File: src/mcs_pkg.sv
`default_nettype none
package mcs_pkg;
   // Timebase
   localparam int CLK_PERIOD_NS = 4;
   localparam int CNT_W         = 10;

   // Register indices; byte address is four times the index
   localparam logic [9:0] REG_CTRL_IDX = 10'h0d1;
   localparam logic [9:0] REG_STAT_IDX = 10'h0d2;
   localparam int         ADDR_W       = 12;

   // Control register layout
   localparam int         OFF_BIT    = 2;
   localparam logic [7:0] CTRL_RESET = 8'h00;

   // Status register layout
   localparam int ST_AUX  = 0;
   localparam int ST_MAIN = 1;
   localparam int ST_RUN  = 2;
   localparam int ST_SG   = 3;
   localparam int ST_RC   = 4;

   function automatic int ns_up(input int ns);
      return (ns + CLK_PERIOD_NS - 1) / CLK_PERIOD_NS;
   endfunction : ns_up

   function automatic int ns_down(input int ns);
      return ns / CLK_PERIOD_NS;
   endfunction : ns_down

   // Times in their own unit
   localparam int AUX_PERIOD_NS     = 2000;
   localparam int SG_MIN_PERIOD_NS  = 125;
   localparam int SPIKE_MIN_NS      = 20;
   localparam int MISS_TIMEOUT_NS   = 500;

   // Derived cycle counts
   localparam logic [CNT_W-1:0] AUX_CYC =
      CNT_W'(ns_down(AUX_PERIOD_NS));
   localparam logic [CNT_W-1:0] SG_MIN_CYC =
      CNT_W'(ns_up(SG_MIN_PERIOD_NS));
   localparam logic [CNT_W-1:0] SPIKE_CYC =
      CNT_W'(ns_up(SPIKE_MIN_NS));
   localparam logic [CNT_W-1:0] MISS_CYC =
      CNT_W'(ns_down(MISS_TIMEOUT_NS));

   // Good main edges needed before the main source is trusted
   localparam logic [6:0] START_EDGES_XTAL = 7'h40;
   localparam logic [6:0] START_EDGES_RC   = 7'h08;

   // Dividers and reset delay
   localparam logic [3:0] TIMER_DIV        = 4'hc;
   localparam logic [3:0] CORE_DIV         = 4'hd;
   localparam int         DELAY_SHORT_TICKS = 2048;
   localparam int         DELAY_LONG_TICKS  = 32768;

   typedef enum logic [0:0] {SRC_MAIN, SRC_AUX} mcs_src_t;

   function automatic logic [CNT_W-1:0] sat_inc(
      input logic [CNT_W-1:0] v);
      return (v == '1) ? v : v + CNT_W'(1);
   endfunction : sat_inc

   function automatic logic [9:0] reg_index(
      input logic [ADDR_W-1:0] addr);
      return addr[ADDR_W-1:2];
   endfunction : reg_index
endpackage : mcs_pkg
`default_nettype wire

File: src/mcs_tick_div.sv
`default_nettype none
module mcs_tick_div
   import mcs_pkg::*;
#(
   parameter logic [3:0] DIV = 4'h2
) (
   // Clock and reset
   input  wire logic pclk,
   input  wire logic presetn,
   // Ticks
   input  wire logic in_tick,
   output var  logic tick
);
   typedef struct packed {
      logic [3:0] cnt;
      logic       tick;
   } mcs_div_t;

   mcs_div_t s_r;
   mcs_div_t s_nxt;

   always_comb begin
      s_nxt      = s_r;
      s_nxt.tick = 1'b0;
      if (in_tick) begin
         if (s_r.cnt == DIV - 4'h1) begin
            s_nxt.cnt  = 4'h0;
            s_nxt.tick = 1'b1;
         end else begin
            s_nxt.cnt = s_r.cnt + 4'h1;
         end
      end
   end

   always_ff @(posedge pclk or negedge presetn) begin
      if (!presetn) begin
         s_r <= '0;
      end else begin
         s_r <= s_nxt;
      end
   end

   assign tick = s_r.tick;
endmodule : mcs_tick_div
`default_nettype wire

File: src/mcs_clock_safeguard.sv
`default_nettype none
module mcs_clock_safeguard
   import mcs_pkg::*;
#(
   parameter int DLY_SHORT = DELAY_SHORT_TICKS,
   parameter int DLY_LONG  = DELAY_LONG_TICKS
) (
   // Clock and reset
   input  wire logic              pclk,
   input  wire logic              presetn,
   // APB slave
   input  wire logic [ADDR_W-1:0] paddr,
   input  wire logic              psel,
   input  wire logic              penable,
   input  wire logic              pwrite,
   input  wire logic [31:0]       pwdata,
   output var  logic [31:0]       prdata,
   output var  logic              pready,
   output var  logic              pslverr,
   // Option straps
   input  wire logic              safeguard_enable_option,
   input  wire logic              osc_type_option,
   input  wire logic              delay_option,
   // Main oscillator
   input  wire logic              osc_in,
   output var  logic              main_osc_en,
   // Clock and reset outputs
   output var  logic              int_clk_tick,
   output var  logic              timer_clk_tick,
   output var  logic              core_clk_tick,
   output var  logic              aux_low_freq_osc,
   output var  logic              cpu_rst_n
);
   typedef struct packed {
      logic             opt_done;
      logic             sg;
      logic             rc;
      logic             dly_long;
      logic [7:0]       ctrl;
      logic             osc_q;
      logic [CNT_W-1:0] stab;
      logic             lvl;
      logic [CNT_W-1:0] gap;
      logic [CNT_W-1:0] miss;
      logic [6:0]       good;
      logic             main_ok;
      mcs_src_t         src;
      logic             aux_on;
      logic [CNT_W-1:0] aux_cnt;
      logic [CNT_W-1:0] tgap;
      logic             sw_hold;
      logic [15:0]      dly;
      logic             run;
      logic             tick;
      logic             osc_en;
      logic [31:0]      prdata;
      logic             pready;
      logic             pslverr;
      logic [3:0]       hc12;
      logic [3:0]       hc13;
   } mcs_state_t;

   mcs_state_t s_r;
   mcs_state_t s_nxt;

   logic        edge_seen;
   logic        acc_edge;
   logic        lost;
   logic        aux_tick;
   logic        cand;
   logic [6:0]  good_target;
   logic [15:0] dly_last;
   logic [9:0]  idx;
   logic        wr_ctrl;
   logic        timer_tick_w;
   logic        core_tick_w;

   always_comb begin
      s_nxt         = s_r;
      s_nxt.tick    = 1'b0;
      s_nxt.pready  = 1'b0;
      s_nxt.pslverr = 1'b0;
      idx           = reg_index(paddr);
      wr_ctrl       = 1'b0;

      // Straps are caught once, just after reset release
      if (!s_r.opt_done) begin
         s_nxt.opt_done = 1'b1;
         s_nxt.sg       = safeguard_enable_option;
         s_nxt.rc       = osc_type_option;
         s_nxt.dly_long = delay_option;
         // Power-on delay runs from the auxiliary source until the main source is trusted
         if (safeguard_enable_option) begin
            s_nxt.src = SRC_AUX;
         end
      end

      // Spike filter: level accepted only after it stays stable
      s_nxt.osc_q = osc_in;
      s_nxt.stab  = (osc_in == s_r.osc_q) ? sat_inc(s_r.stab)
                                          : '0;
      if (!s_r.sg || s_r.stab >= SPIKE_CYC) begin
         s_nxt.lvl = s_r.osc_q;
      end
      edge_seen = s_nxt.lvl && !s_r.lvl && s_r.osc_en;
      // Frequency cap: edges closer than the minimum are dropped
      acc_edge  = edge_seen &&
                  (!s_r.sg || s_r.gap >= SG_MIN_CYC - CNT_W'(1));
      s_nxt.gap  = acc_edge ? '0 : sat_inc(s_r.gap);
      s_nxt.miss = edge_seen ? '0 : sat_inc(s_r.miss);
      lost       = (s_r.miss >= MISS_CYC) || !s_r.osc_en;

      // Main oscillator trusted after enough good edges
      good_target = s_r.rc ? START_EDGES_RC : START_EDGES_XTAL;
      if (lost) begin
         s_nxt.good = 7'h00;
      end else if (acc_edge && s_r.good != good_target) begin
         s_nxt.good = s_r.good + 7'h01;
      end
      s_nxt.main_ok = (s_nxt.good == good_target);

      // Main oscillator enable follows the off bit while the safeguard is on
      s_nxt.osc_en = !(s_r.ctrl[OFF_BIT] && s_r.sg);

      // Source selection
      unique case (s_r.src)
         SRC_MAIN: begin
            if (s_r.sg && lost) begin
               s_nxt.src     = SRC_AUX;
               s_nxt.aux_cnt = '0;
               s_nxt.sw_hold = 1'b1;
            end
         end
         SRC_AUX: begin
            if (s_r.main_ok) begin
               s_nxt.src     = SRC_MAIN;
               s_nxt.sw_hold = 1'b1;
            end
         end
      endcase
      s_nxt.aux_on = (s_nxt.src == SRC_AUX);

      // Auxiliary oscillator: first tick one period after start
      aux_tick = 1'b0;
      if (s_r.aux_on) begin
         if (s_r.aux_cnt == AUX_CYC - CNT_W'(1)) begin
            s_nxt.aux_cnt = '0;
            aux_tick      = 1'b1;
         end else begin
            s_nxt.aux_cnt = s_r.aux_cnt + CNT_W'(1);
         end
      end

      // Internal clock; after a switch the gap is held open
      cand = (s_r.src == SRC_AUX) ? aux_tick : acc_edge;
      if (cand && (!s_r.sw_hold ||
                   s_r.tgap >= SG_MIN_CYC - CNT_W'(1))) begin
         s_nxt.tick    = 1'b1;
         // A switch in this very cycle keeps the hold armed
         s_nxt.sw_hold = (s_nxt.src != s_r.src);
      end
      s_nxt.tgap = s_nxt.tick ? '0 : sat_inc(s_r.tgap);

      // Reset delay counted on the internal clock, whatever its source
      dly_last = s_r.dly_long ? 16'(DLY_LONG - 1)
                              : 16'(DLY_SHORT - 1);
      if (s_r.tick && !s_r.run && s_r.opt_done) begin
         if (s_r.dly == dly_last) begin
            s_nxt.run = 1'b1;
         end else begin
            s_nxt.dly = s_r.dly + 16'h0001;
         end
      end

      // APB setup phase: answer prepared, ready in access phase
      if (psel && !penable) begin
         s_nxt.pready = 1'b1;
         s_nxt.prdata = 32'h0000_0000;
         if (idx == REG_CTRL_IDX) begin
            s_nxt.prdata = {24'h00_0000, s_r.ctrl};
         end else if (idx == REG_STAT_IDX && !pwrite) begin
            s_nxt.prdata[ST_AUX]  = s_r.aux_on;
            s_nxt.prdata[ST_MAIN] = s_r.main_ok;
            s_nxt.prdata[ST_RUN]  = s_r.run;
            s_nxt.prdata[ST_SG]   = s_r.sg;
            s_nxt.prdata[ST_RC]   = s_r.rc;
         end else begin
            s_nxt.pslverr = 1'b1;
         end
      end
      // Write takes effect at the completing edge
      if (psel && penable && s_r.pready && pwrite &&
          idx == REG_CTRL_IDX) begin
         wr_ctrl    = 1'b1;
         s_nxt.ctrl = pwdata[7:0];
      end

      // Assertion helpers: internal ticks per divided tick
      s_nxt.hc12 = timer_tick_w ? {3'h0, s_r.tick}
                 : (s_r.tick ? s_r.hc12 + 4'h1 : s_r.hc12);
      s_nxt.hc13 = core_tick_w ? {3'h0, s_r.tick}
                 : (s_r.tick ? s_r.hc13 + 4'h1 : s_r.hc13);
   end

   always_ff @(posedge pclk or negedge presetn) begin
      if (!presetn) begin
         s_r      <= '0;
         s_r.ctrl <= CTRL_RESET;
      end else begin
         s_r <= s_nxt;
      end
   end

   // Timer, converter and watchdog clock
   mcs_tick_div #(
      .DIV (TIMER_DIV)
   ) u_timer_div (
      .pclk    (pclk),
      .presetn (presetn),
      .in_tick (s_r.tick),
      .tick    (timer_tick_w)
   );

   // Core machine-cycle clock; instructions take 2, 4 or 5 of these
   mcs_tick_div #(
      .DIV (CORE_DIV)
   ) u_core_div (
      .pclk    (pclk),
      .presetn (presetn),
      .in_tick (s_r.tick),
      .tick    (core_tick_w)
   );

   assign prdata           = s_r.prdata;
   assign pready           = s_r.pready;
   assign pslverr          = s_r.pslverr;
   assign main_osc_en      = s_r.osc_en;
   assign int_clk_tick     = s_r.tick;
   assign timer_clk_tick   = timer_tick_w;
   assign core_clk_tick    = core_tick_w;
   assign aux_low_freq_osc = s_r.aux_on;
   assign cpu_rst_n        = s_r.run;

   localparam int A_AUX_LO = int'(AUX_CYC) - 1;
   localparam int A_AUX_HI = int'(AUX_CYC) + 1;
endmodule : mcs_clock_safeguard
`default_nettype wire

File: config.mk
export PLATFORM = sky130hd
export DESIGN_NAME = mcs_clock_safeguard
export DESIGN_NICKNAME = d
export VERILOG_FILES = /design/src/mcs_pkg.sv /design/src/mcs_tick_div.sv /design/src/mcs_clock_safeguard.sv
export SDC_FILE = /design/constraint.sdc
export NUM_CORES = 1
export LEC_CHECK = 0
export BUFFER_PORTS_ARGS = -buffer_cell sky130_fd_sc_hd__buf_2
export CORE_MARGIN = 3
export CORE_UTILIZATION = 57
export CTS_BUF_LIST = sky130_fd_sc_hd__clkbuf_4 sky130_fd_sc_hd__clkbuf_8 sky130_fd_sc_hd__clkbuf_16
export CTS_CLUSTER_DIAMETER = 100
export DETAILED_ROUTE_END_ITERATION = 12
export PLACE_DENSITY_LB_ADDON = 0.08
export SETUP_SLACK_MARGIN = 0.2
export SYNTH_ARGS = -nofsm -noshare
export SYNTH_HDL_FRONTEND = slang
export SYNTH_HIERARCHICAL = 1
export SYNTH_SLANG_ARGS = --single-unit
File: constraint.sdc
create_clock -name pclk -period 3.16 [get_ports pclk]
set_input_delay 0.474 -clock pclk [delete_from_list [all_inputs] [get_ports pclk]]
set_output_delay 0.474 -clock pclk [all_outputs]
set_load 0.02 [all_outputs]
==> results.tsv, run 1 <==
metric	value	unit
status	finished clean	
# IOs	93	
Leak	3.06	nW
Top FF cell, synth	dfrtp_1	
RSZ-0062 raised after global routing	no	
Tcrit/Tclk final	85.2	%
fin util	69.9	%
max-cap violations	0	
largest family of logic cells by synthesized area	simple AND/OR/NAND/NOR gates	
Yosys reg bits	113	
Syn Area/Cell	10.1	µm²
startpoint types	flip-flop	
most common cell after layout, fill and taps aside	dfrtp_1	
multi-input logic area	2640	µm²
Cell Area, Synth	5730	µm²
Detailed Routing Iterations Pass 1	5	
row count	35	
Worst R2R End	s_r[84]	
required time of the critical path	3.56	ns
vias in the first global route	3935	
Max Slew Vio Count	0	
final net count	688	
Crit Path Max Fanout	7	
async set-or-reset flop fraction in the synthesized netlist	100	%
global-route usage over all layers	20.3	%
slew margin rel.	48.4	%
TNS Setup	0	ns
Psw	1.47	mW
Netlist cell types	65	
measured slew at the worst slew-check pin	0.771	ns
Die Span Y	106	µm
CTS clock-pin slew for the worst setup and hold paths	0.06	ns
Synth Area in Adders	3.28	%
Avg WL per Cell	14.3	µm
Port Buf Inserts	42	
final setup vio count	0	
antenna diode count	0	
cells after synthesis	568	
HPWL after DPL	7.42	mm
total number of vias	4203	
detailed router's first-iteration violation count	148	
CTS sink count	113	
Tmin final	2.69	ns
layout cell share with drive strength beyond 1	17.9	%
clock skew	0.00897	ns
die width	106	µm
sequential power share	40.5	%
die area	11300	µm²
hold path startpoint	osc_in	
Total Power	4.86	mW
reg-to-reg slack, setup	0.47	ns
via/cell ratio	5.52	
setup repair bufs after CTS	0	
XOR/XNOR Fraction of Synth Area	6.42	%
# DRC	0	
Switching Share	30.2	%
initial core utilization	60.3	%
most frequent cells in the layout	113 x dfrtp_1, 75 x nor2_1, 41 x buf_2, 35 x nand3_1, 34 x nand2_1	
synthesis-to-layout area growth	15.9	%
f_max	372	MHz
dpl ws	0.220	ns
final-report hold violation count	0	
Bufs on Longest Clock Path	2	
Root Buffer	clkbuf_8	
TritonCTS buffer count	17	
total number of H-tree levels	4	
first-pass GRT wire length	18.3	mm
Seq/Total Area, Yosys	49.4	%
Hold Path End	s_r[123]	
initial antenna violation count	0	
Clock Latency Late Sink	0.51	ns
area fraction in and, or, nand and nor cells after synthesis	21.9	%
RR Startpoint	s_r[102]	
clock power share	41.8	%
CP Capture Type	flip-flop	
final WL	10.9	mm
Internal	3.39	mW
post-synthesis compound-gate area fraction	8.74	%
area occupied by registers	2830	µm²
Hold Path Class	in2reg	
EDFF count, synth	0	
Routed Antenna Nets	0	
Worst Path Arrival	3.09	ns
total gr overflow	0	
Pwr Density	733	nW/µm²
Peak VDD IR	0.489	mV
filler cell count	736	
multiplexer share of the synthesized area	3.93	%
worst setup margin	0.469	ns
Routability Congestion	0.797	
r2r worst-path depth	7	
largest net degree at the start of global routing	54	
core area	9500	µm²
combinational power share	17.7	%
WS Path Type	reg2reg	
TritonCTS clock tree	built	
Synth Warn #	6	
Hold Slack	0.0957	ns
hold path cells	1	
power by group through the flow:
stage	Sequential, mW	Clock [mW]	Combinational, mW
2_1_floorplan	1.91	0	0.712
3_5_place_dp	1.99	0	0.865
4_1_cts	1.97	2.07	0.877
3_3_place_gp	1.97	0	0.825
5_1_grt	2.01	2.13	0.994
6_report	1.97	2.03	0.861
layout make-up:
cell class,instances,area share [%]
clock inverters,13,2.96
multi-input cells,416,39.7
flip-flops and latches,113,42.6
well taps,129,2.43
clock buffers,19,6.65
inverters,20,1.13
repair buffers,52,4.56
worst max path at each step:
stage / start / cells after the start / slack, ns / endpoint
6_report: s_r[102] / 7 / 0.47 / s_r[84]
5_1_grt: s_r[102] / 7 / 0.29 / s_r[84]
4_1_cts: s_r[134] / 6 / 0.47 / s_r[84]
3_5_place_dp: s_r[102] / 7 / 0.22 / s_r[61]
3_3_place_gp: s_r[102] / 7 / 0.29 / s_r[61]
2_1_floorplan: s_r[102] / 8 / 0.66 / s_r[84]
cell families after synthesis:
| logic type | count (synthesis) |
|---|---|
| flip-flops | 113 |
| other | 2 |
| multiplexers | 20 |
| AND/OR/NAND/NOR | 243 |
| adder cells (fa/ha/maj) | 15 |
| XOR/XNOR | 42 |
| buffers and inverters | 62 |
| AO/OA/AOI/OAI | 71 |
metrics by stage:
stage	instance area, µm²	std cells
6_report	6640	762
5_1_grt	6640	762
4_1_cts	6640	762
3_5_place_dp	5990	729
3_3_place_gp	5990	729
2_1_floorplan	5810	591
sequential cells by signal, indices dropped and copies added (netlist names), 4 cells and up:
signal and cells:
u_core_div/s_r 4, prdata 8, u_timer_div/s_r 4, s_r 89
per-layer routing:
layer  routed length (µm)  GRT usage, %  vias to the layer above  part of all wire (%)
li1                     -             -                     2052                     -
met1                 4720          25.5                     2051                    43
met2                 5550          33.8                       89                    51
met3                  504          5.95                       11                   4.6
met4                   93          6.11                        0                  0.86
met5                    0             0                        -                     0
what timing repair did:
action                                 4_1_cts  5_1_grt
hold buffers                                 1        0
setup endpoints to repair                    1        0
gates resized for setup                      1        0
endpoints found under the hold margin       36        0
Yosys cell counts (2+ instances only):
cell | count | area share, %
nor3_1 | 15 | 1.3
nand2_1 | 34 | 2.2
dfrtp_1 | 113 | 49
mux2_2 | 13 | 2.6
nand2b_1 | 8 | 0.87
or4_1 | 4 | 0.52
nand4_1 | 17 | 1.9
nor3b_1 | 3 | 0.39
a211oi_1 | 2 | 0.26
conb_1 | 2 | 0.13
buf_4 | 32 | 4.2
nand2_2 | 2 | 0.22
and4b_1 | 2 | 0.35
nor4b_1 | 4 | 0.61
and2_1 | 4 | 0.44
xnor2_1 | 28 | 4.3
clkbuf_1 | 7 | 0.46
nor4_1 | 5 | 0.55
nor2b_1 | 10 | 1.1
a21boi_0 | 2 | 0.26
inv_1 | 19 | 1.2
o31ai_1 | 3 | 0.39
and3_1 | 8 | 0.87
a41oi_1 | 2 | 0.31
a21oi_1 | 10 | 0.87
mux2i_1 | 5 | 0.87
nand3b_1 | 5 | 0.66
and4_1 | 2 | 0.31
a221oi_1 | 5 | 0.76
a31oi_1 | 5 | 0.55
buf_2 | 2 | 0.17
o21ai_0 | 26 | 2.3
nor2_1 | 75 | 4.9
nand3_1 | 35 | 3.1
xor2_1 | 14 | 2.1
or2_2 | 2 | 0.22
ha_1 | 15 | 3.3
critical path, cell delays in order, from the launching register on:
cell       delay (ns)
dfrtp_1          0.42
ha_1             0.23
and3_1           0.28
a2111oi_4        0.61
nor4_2           0.12
mux2i_2          0.20
or3_1            0.37
a2111oi_2        0.34
(Power assumes the default switching activity.)
==> run 2, diff against run 1 <==
CORE_MARGIN = default   (was 3)
==> results.tsv, run 2 (synthesis gave the netlist of run 1 again) <==
metric	value	unit	change
total number of H-tree levels	4		unchanged
global-route usage over all layers	22.7	%	+2.4 points
CP Capture Type	flip-flop		
Root Buffer	clkbuf_8		
Internal	3.42	mW	+0.88%
Crit Path Max Fanout	7		unchanged
Largest stage delay, worst path	0.55	ns	-0.06 ns
row count	36		+2.9%
status	finished clean		
final-report hold violation count	0		unchanged
final net count	691		+0.44%
WS Path Type	reg2reg		
Max Slew Vio Count	0		unchanged
die area	10500	µm²	-7.4%
TNS Setup	0	ns	unchanged
TritonCTS clock tree	built		
Tmin final	2.65	ns	-0.0381 ns
total gr overflow	0		unchanged
Peak VDD IR	0.443	mV	-9.6%
die width	102	µm	-3.8%
total number of vias	4153		-1.2%
Port Buf Inserts	42		unchanged
Switching Share	29.3	%	-0.89 points
synthesis-to-layout area growth	16.1	%	
Pwr Density	728	nW/µm²	-0.57%
most common cell after layout, fill and taps aside	dfrtp_1		
largest net degree at the start of global routing	49		-9.3%
TritonCTS buffer count	17		unchanged
Psw	1.42	mW	-3.3%
slew margin rel.	52.2	%	+3.8 points
clock skew	0.00556	ns	-0.00341 ns
RSZ-0062 raised after global routing	no		
Resized Gates After CTS	0		-1
initial antenna violation count	0		unchanged
clock power share	41.2	%	-0.6 points
f_max	377	MHz	+1.4%
# DRC	0		unchanged
Tcrit/Tclk final	84.0	%	-1.2 points
combinational power share	18.4	%	+0.7 points
CTS clock-pin slew for the worst setup and hold paths	0.05	ns	about the same
# IOs	93		unchanged
HPWL after DPL	7.25	mm	-2.3%
final non-filler cell area	6650	µm²	+0.17%
measured slew at the worst slew-check pin	0.715	ns	-0.0562 ns
max-cap violations	0		unchanged
Largest register FFs	89		unchanged
Routed Antenna Nets	0		unchanged
Total Power	4.85	mW	-0.40%
antenna diode count	0		unchanged
initial core utilization	58.6	%	-1.7 points
Routability Congestion	0.793		-0.60%
vias in the first global route	3991		+1.4%
sequential power share	40.4	%	about the same
Detailed Routing Iterations Pass 1	4		-1
Die Span Y	102	µm	-3.8%
crit-path cells	ha_1, and3_1, a2111oi_4, nor4_2, mux2i_2, or3_1, a2111oi_2		
via/cell ratio	5.40		-2.1%
Leak	3.08	nW	+0.69%
Cell Area, Placed	6010	µm²	+0.46%
CP delay by family, top	compound AO/OA/AOI/OAI gates		
Max stage delay cell, worst path	a2111oi_4		
final WL	10.6	mm	-2.2%
reg-to-reg slack, setup	0.51	ns	+0.04 ns
CTS sink count	113		unchanged
Hold Path Class	in2reg		
final setup vio count	0		unchanged
Clock Latency Late Sink	0.53	ns	+0.02 ns
most frequent cells in the layout	113 x dfrtp_1, 75 x nor2_1, 41 x buf_2, 35 x nand3_1, 34 x nand2_1		
Bufs on Longest Clock Path	2		unchanged
required time of the critical path	3.57	ns	about the same
core area	9770	µm²	+2.9%
Worst Path Arrival	3.07	ns	-0.02 ns
layout cell share with drive strength beyond 1	18.1	%	+0.23 points
Avg WL per Cell	13.8	µm	-3.1%
CP bufs+invs	0		unchanged
first-pass GRT wire length	18.0	mm	-1.7%
Top reg by flops	s_r		
startpoint types	flip-flop		
detailed router's first-iteration violation count	134		-9.5%
## run 2: per-stage QoR
| stage | worst slack (ns) | hold WS [ns] | utilization, % | instances |
|---|---|---|---|---|
| 2_1_floorplan | 0.664 | 0.178 | - | 591 |
| 3_3_place_gp | 0.538 | 0.449 | 61.5 | 736 |
| 3_5_place_dp | 0.534 | 0.458 | 61.5 | 736 |
| 4_1_cts | 0.495 | 0.0577 | 68.0 | 769 |
| 5_1_grt | 0.359 | 0.0551 | 68.0 | 769 |
| 6_report | 0.507 | 0.0806 | 68.0 | 769 |
## run 2: area by class of cell
type	count	area, µm²
Clock inverter	10	156
Sequential cell	113	2830
Clock buffer	22	470
Inverter	20	75.1
Multi-Input combinational cell	416	2630
Timing Repair Buffer	55	325
Tap cell	133	166
Fill cell	727	3120
## run 2: power by group through the flow
stage	Clock (mW)	Sequential, mW	Combinational (mW)
floorplan	0	1.91	0.712
global route	2.11	2.00	1.03
finish	2.00	1.96	0.891
CTS	2.04	1.95	0.899
detailed placement	0	1.97	0.878
global placement	0	1.96	0.840
## run 2: repair_timing
item	4_1_cts	5_1_grt
setup buffers	0	0
hold buffers	1	0
endpoints found under the hold margin	35	0
## run 2: path summary, 6_finish.rpt
path | from | end | depth (start not counted)
max | s_r[102] | s_r[84] | 7
min | osc_in | s_r[123] | 1
max reg2reg | s_r[102] | s_r[84] | 7
min reg2reg | s_r[60] | s_r[60] | 1
max in group asynchronous | presetn | s_r[71] | 3
min in group asynchronous | presetn | s_r[98] | 2
## run 2: routing by layer
metal | global-route usage [%] | part of all wire [%]
met1 | 28.0 | 45
met2 | 36.3 | 49
met3 | 7.18 | 3.4
met4 | 11.0 | 1.9
met5 | 0 | 0
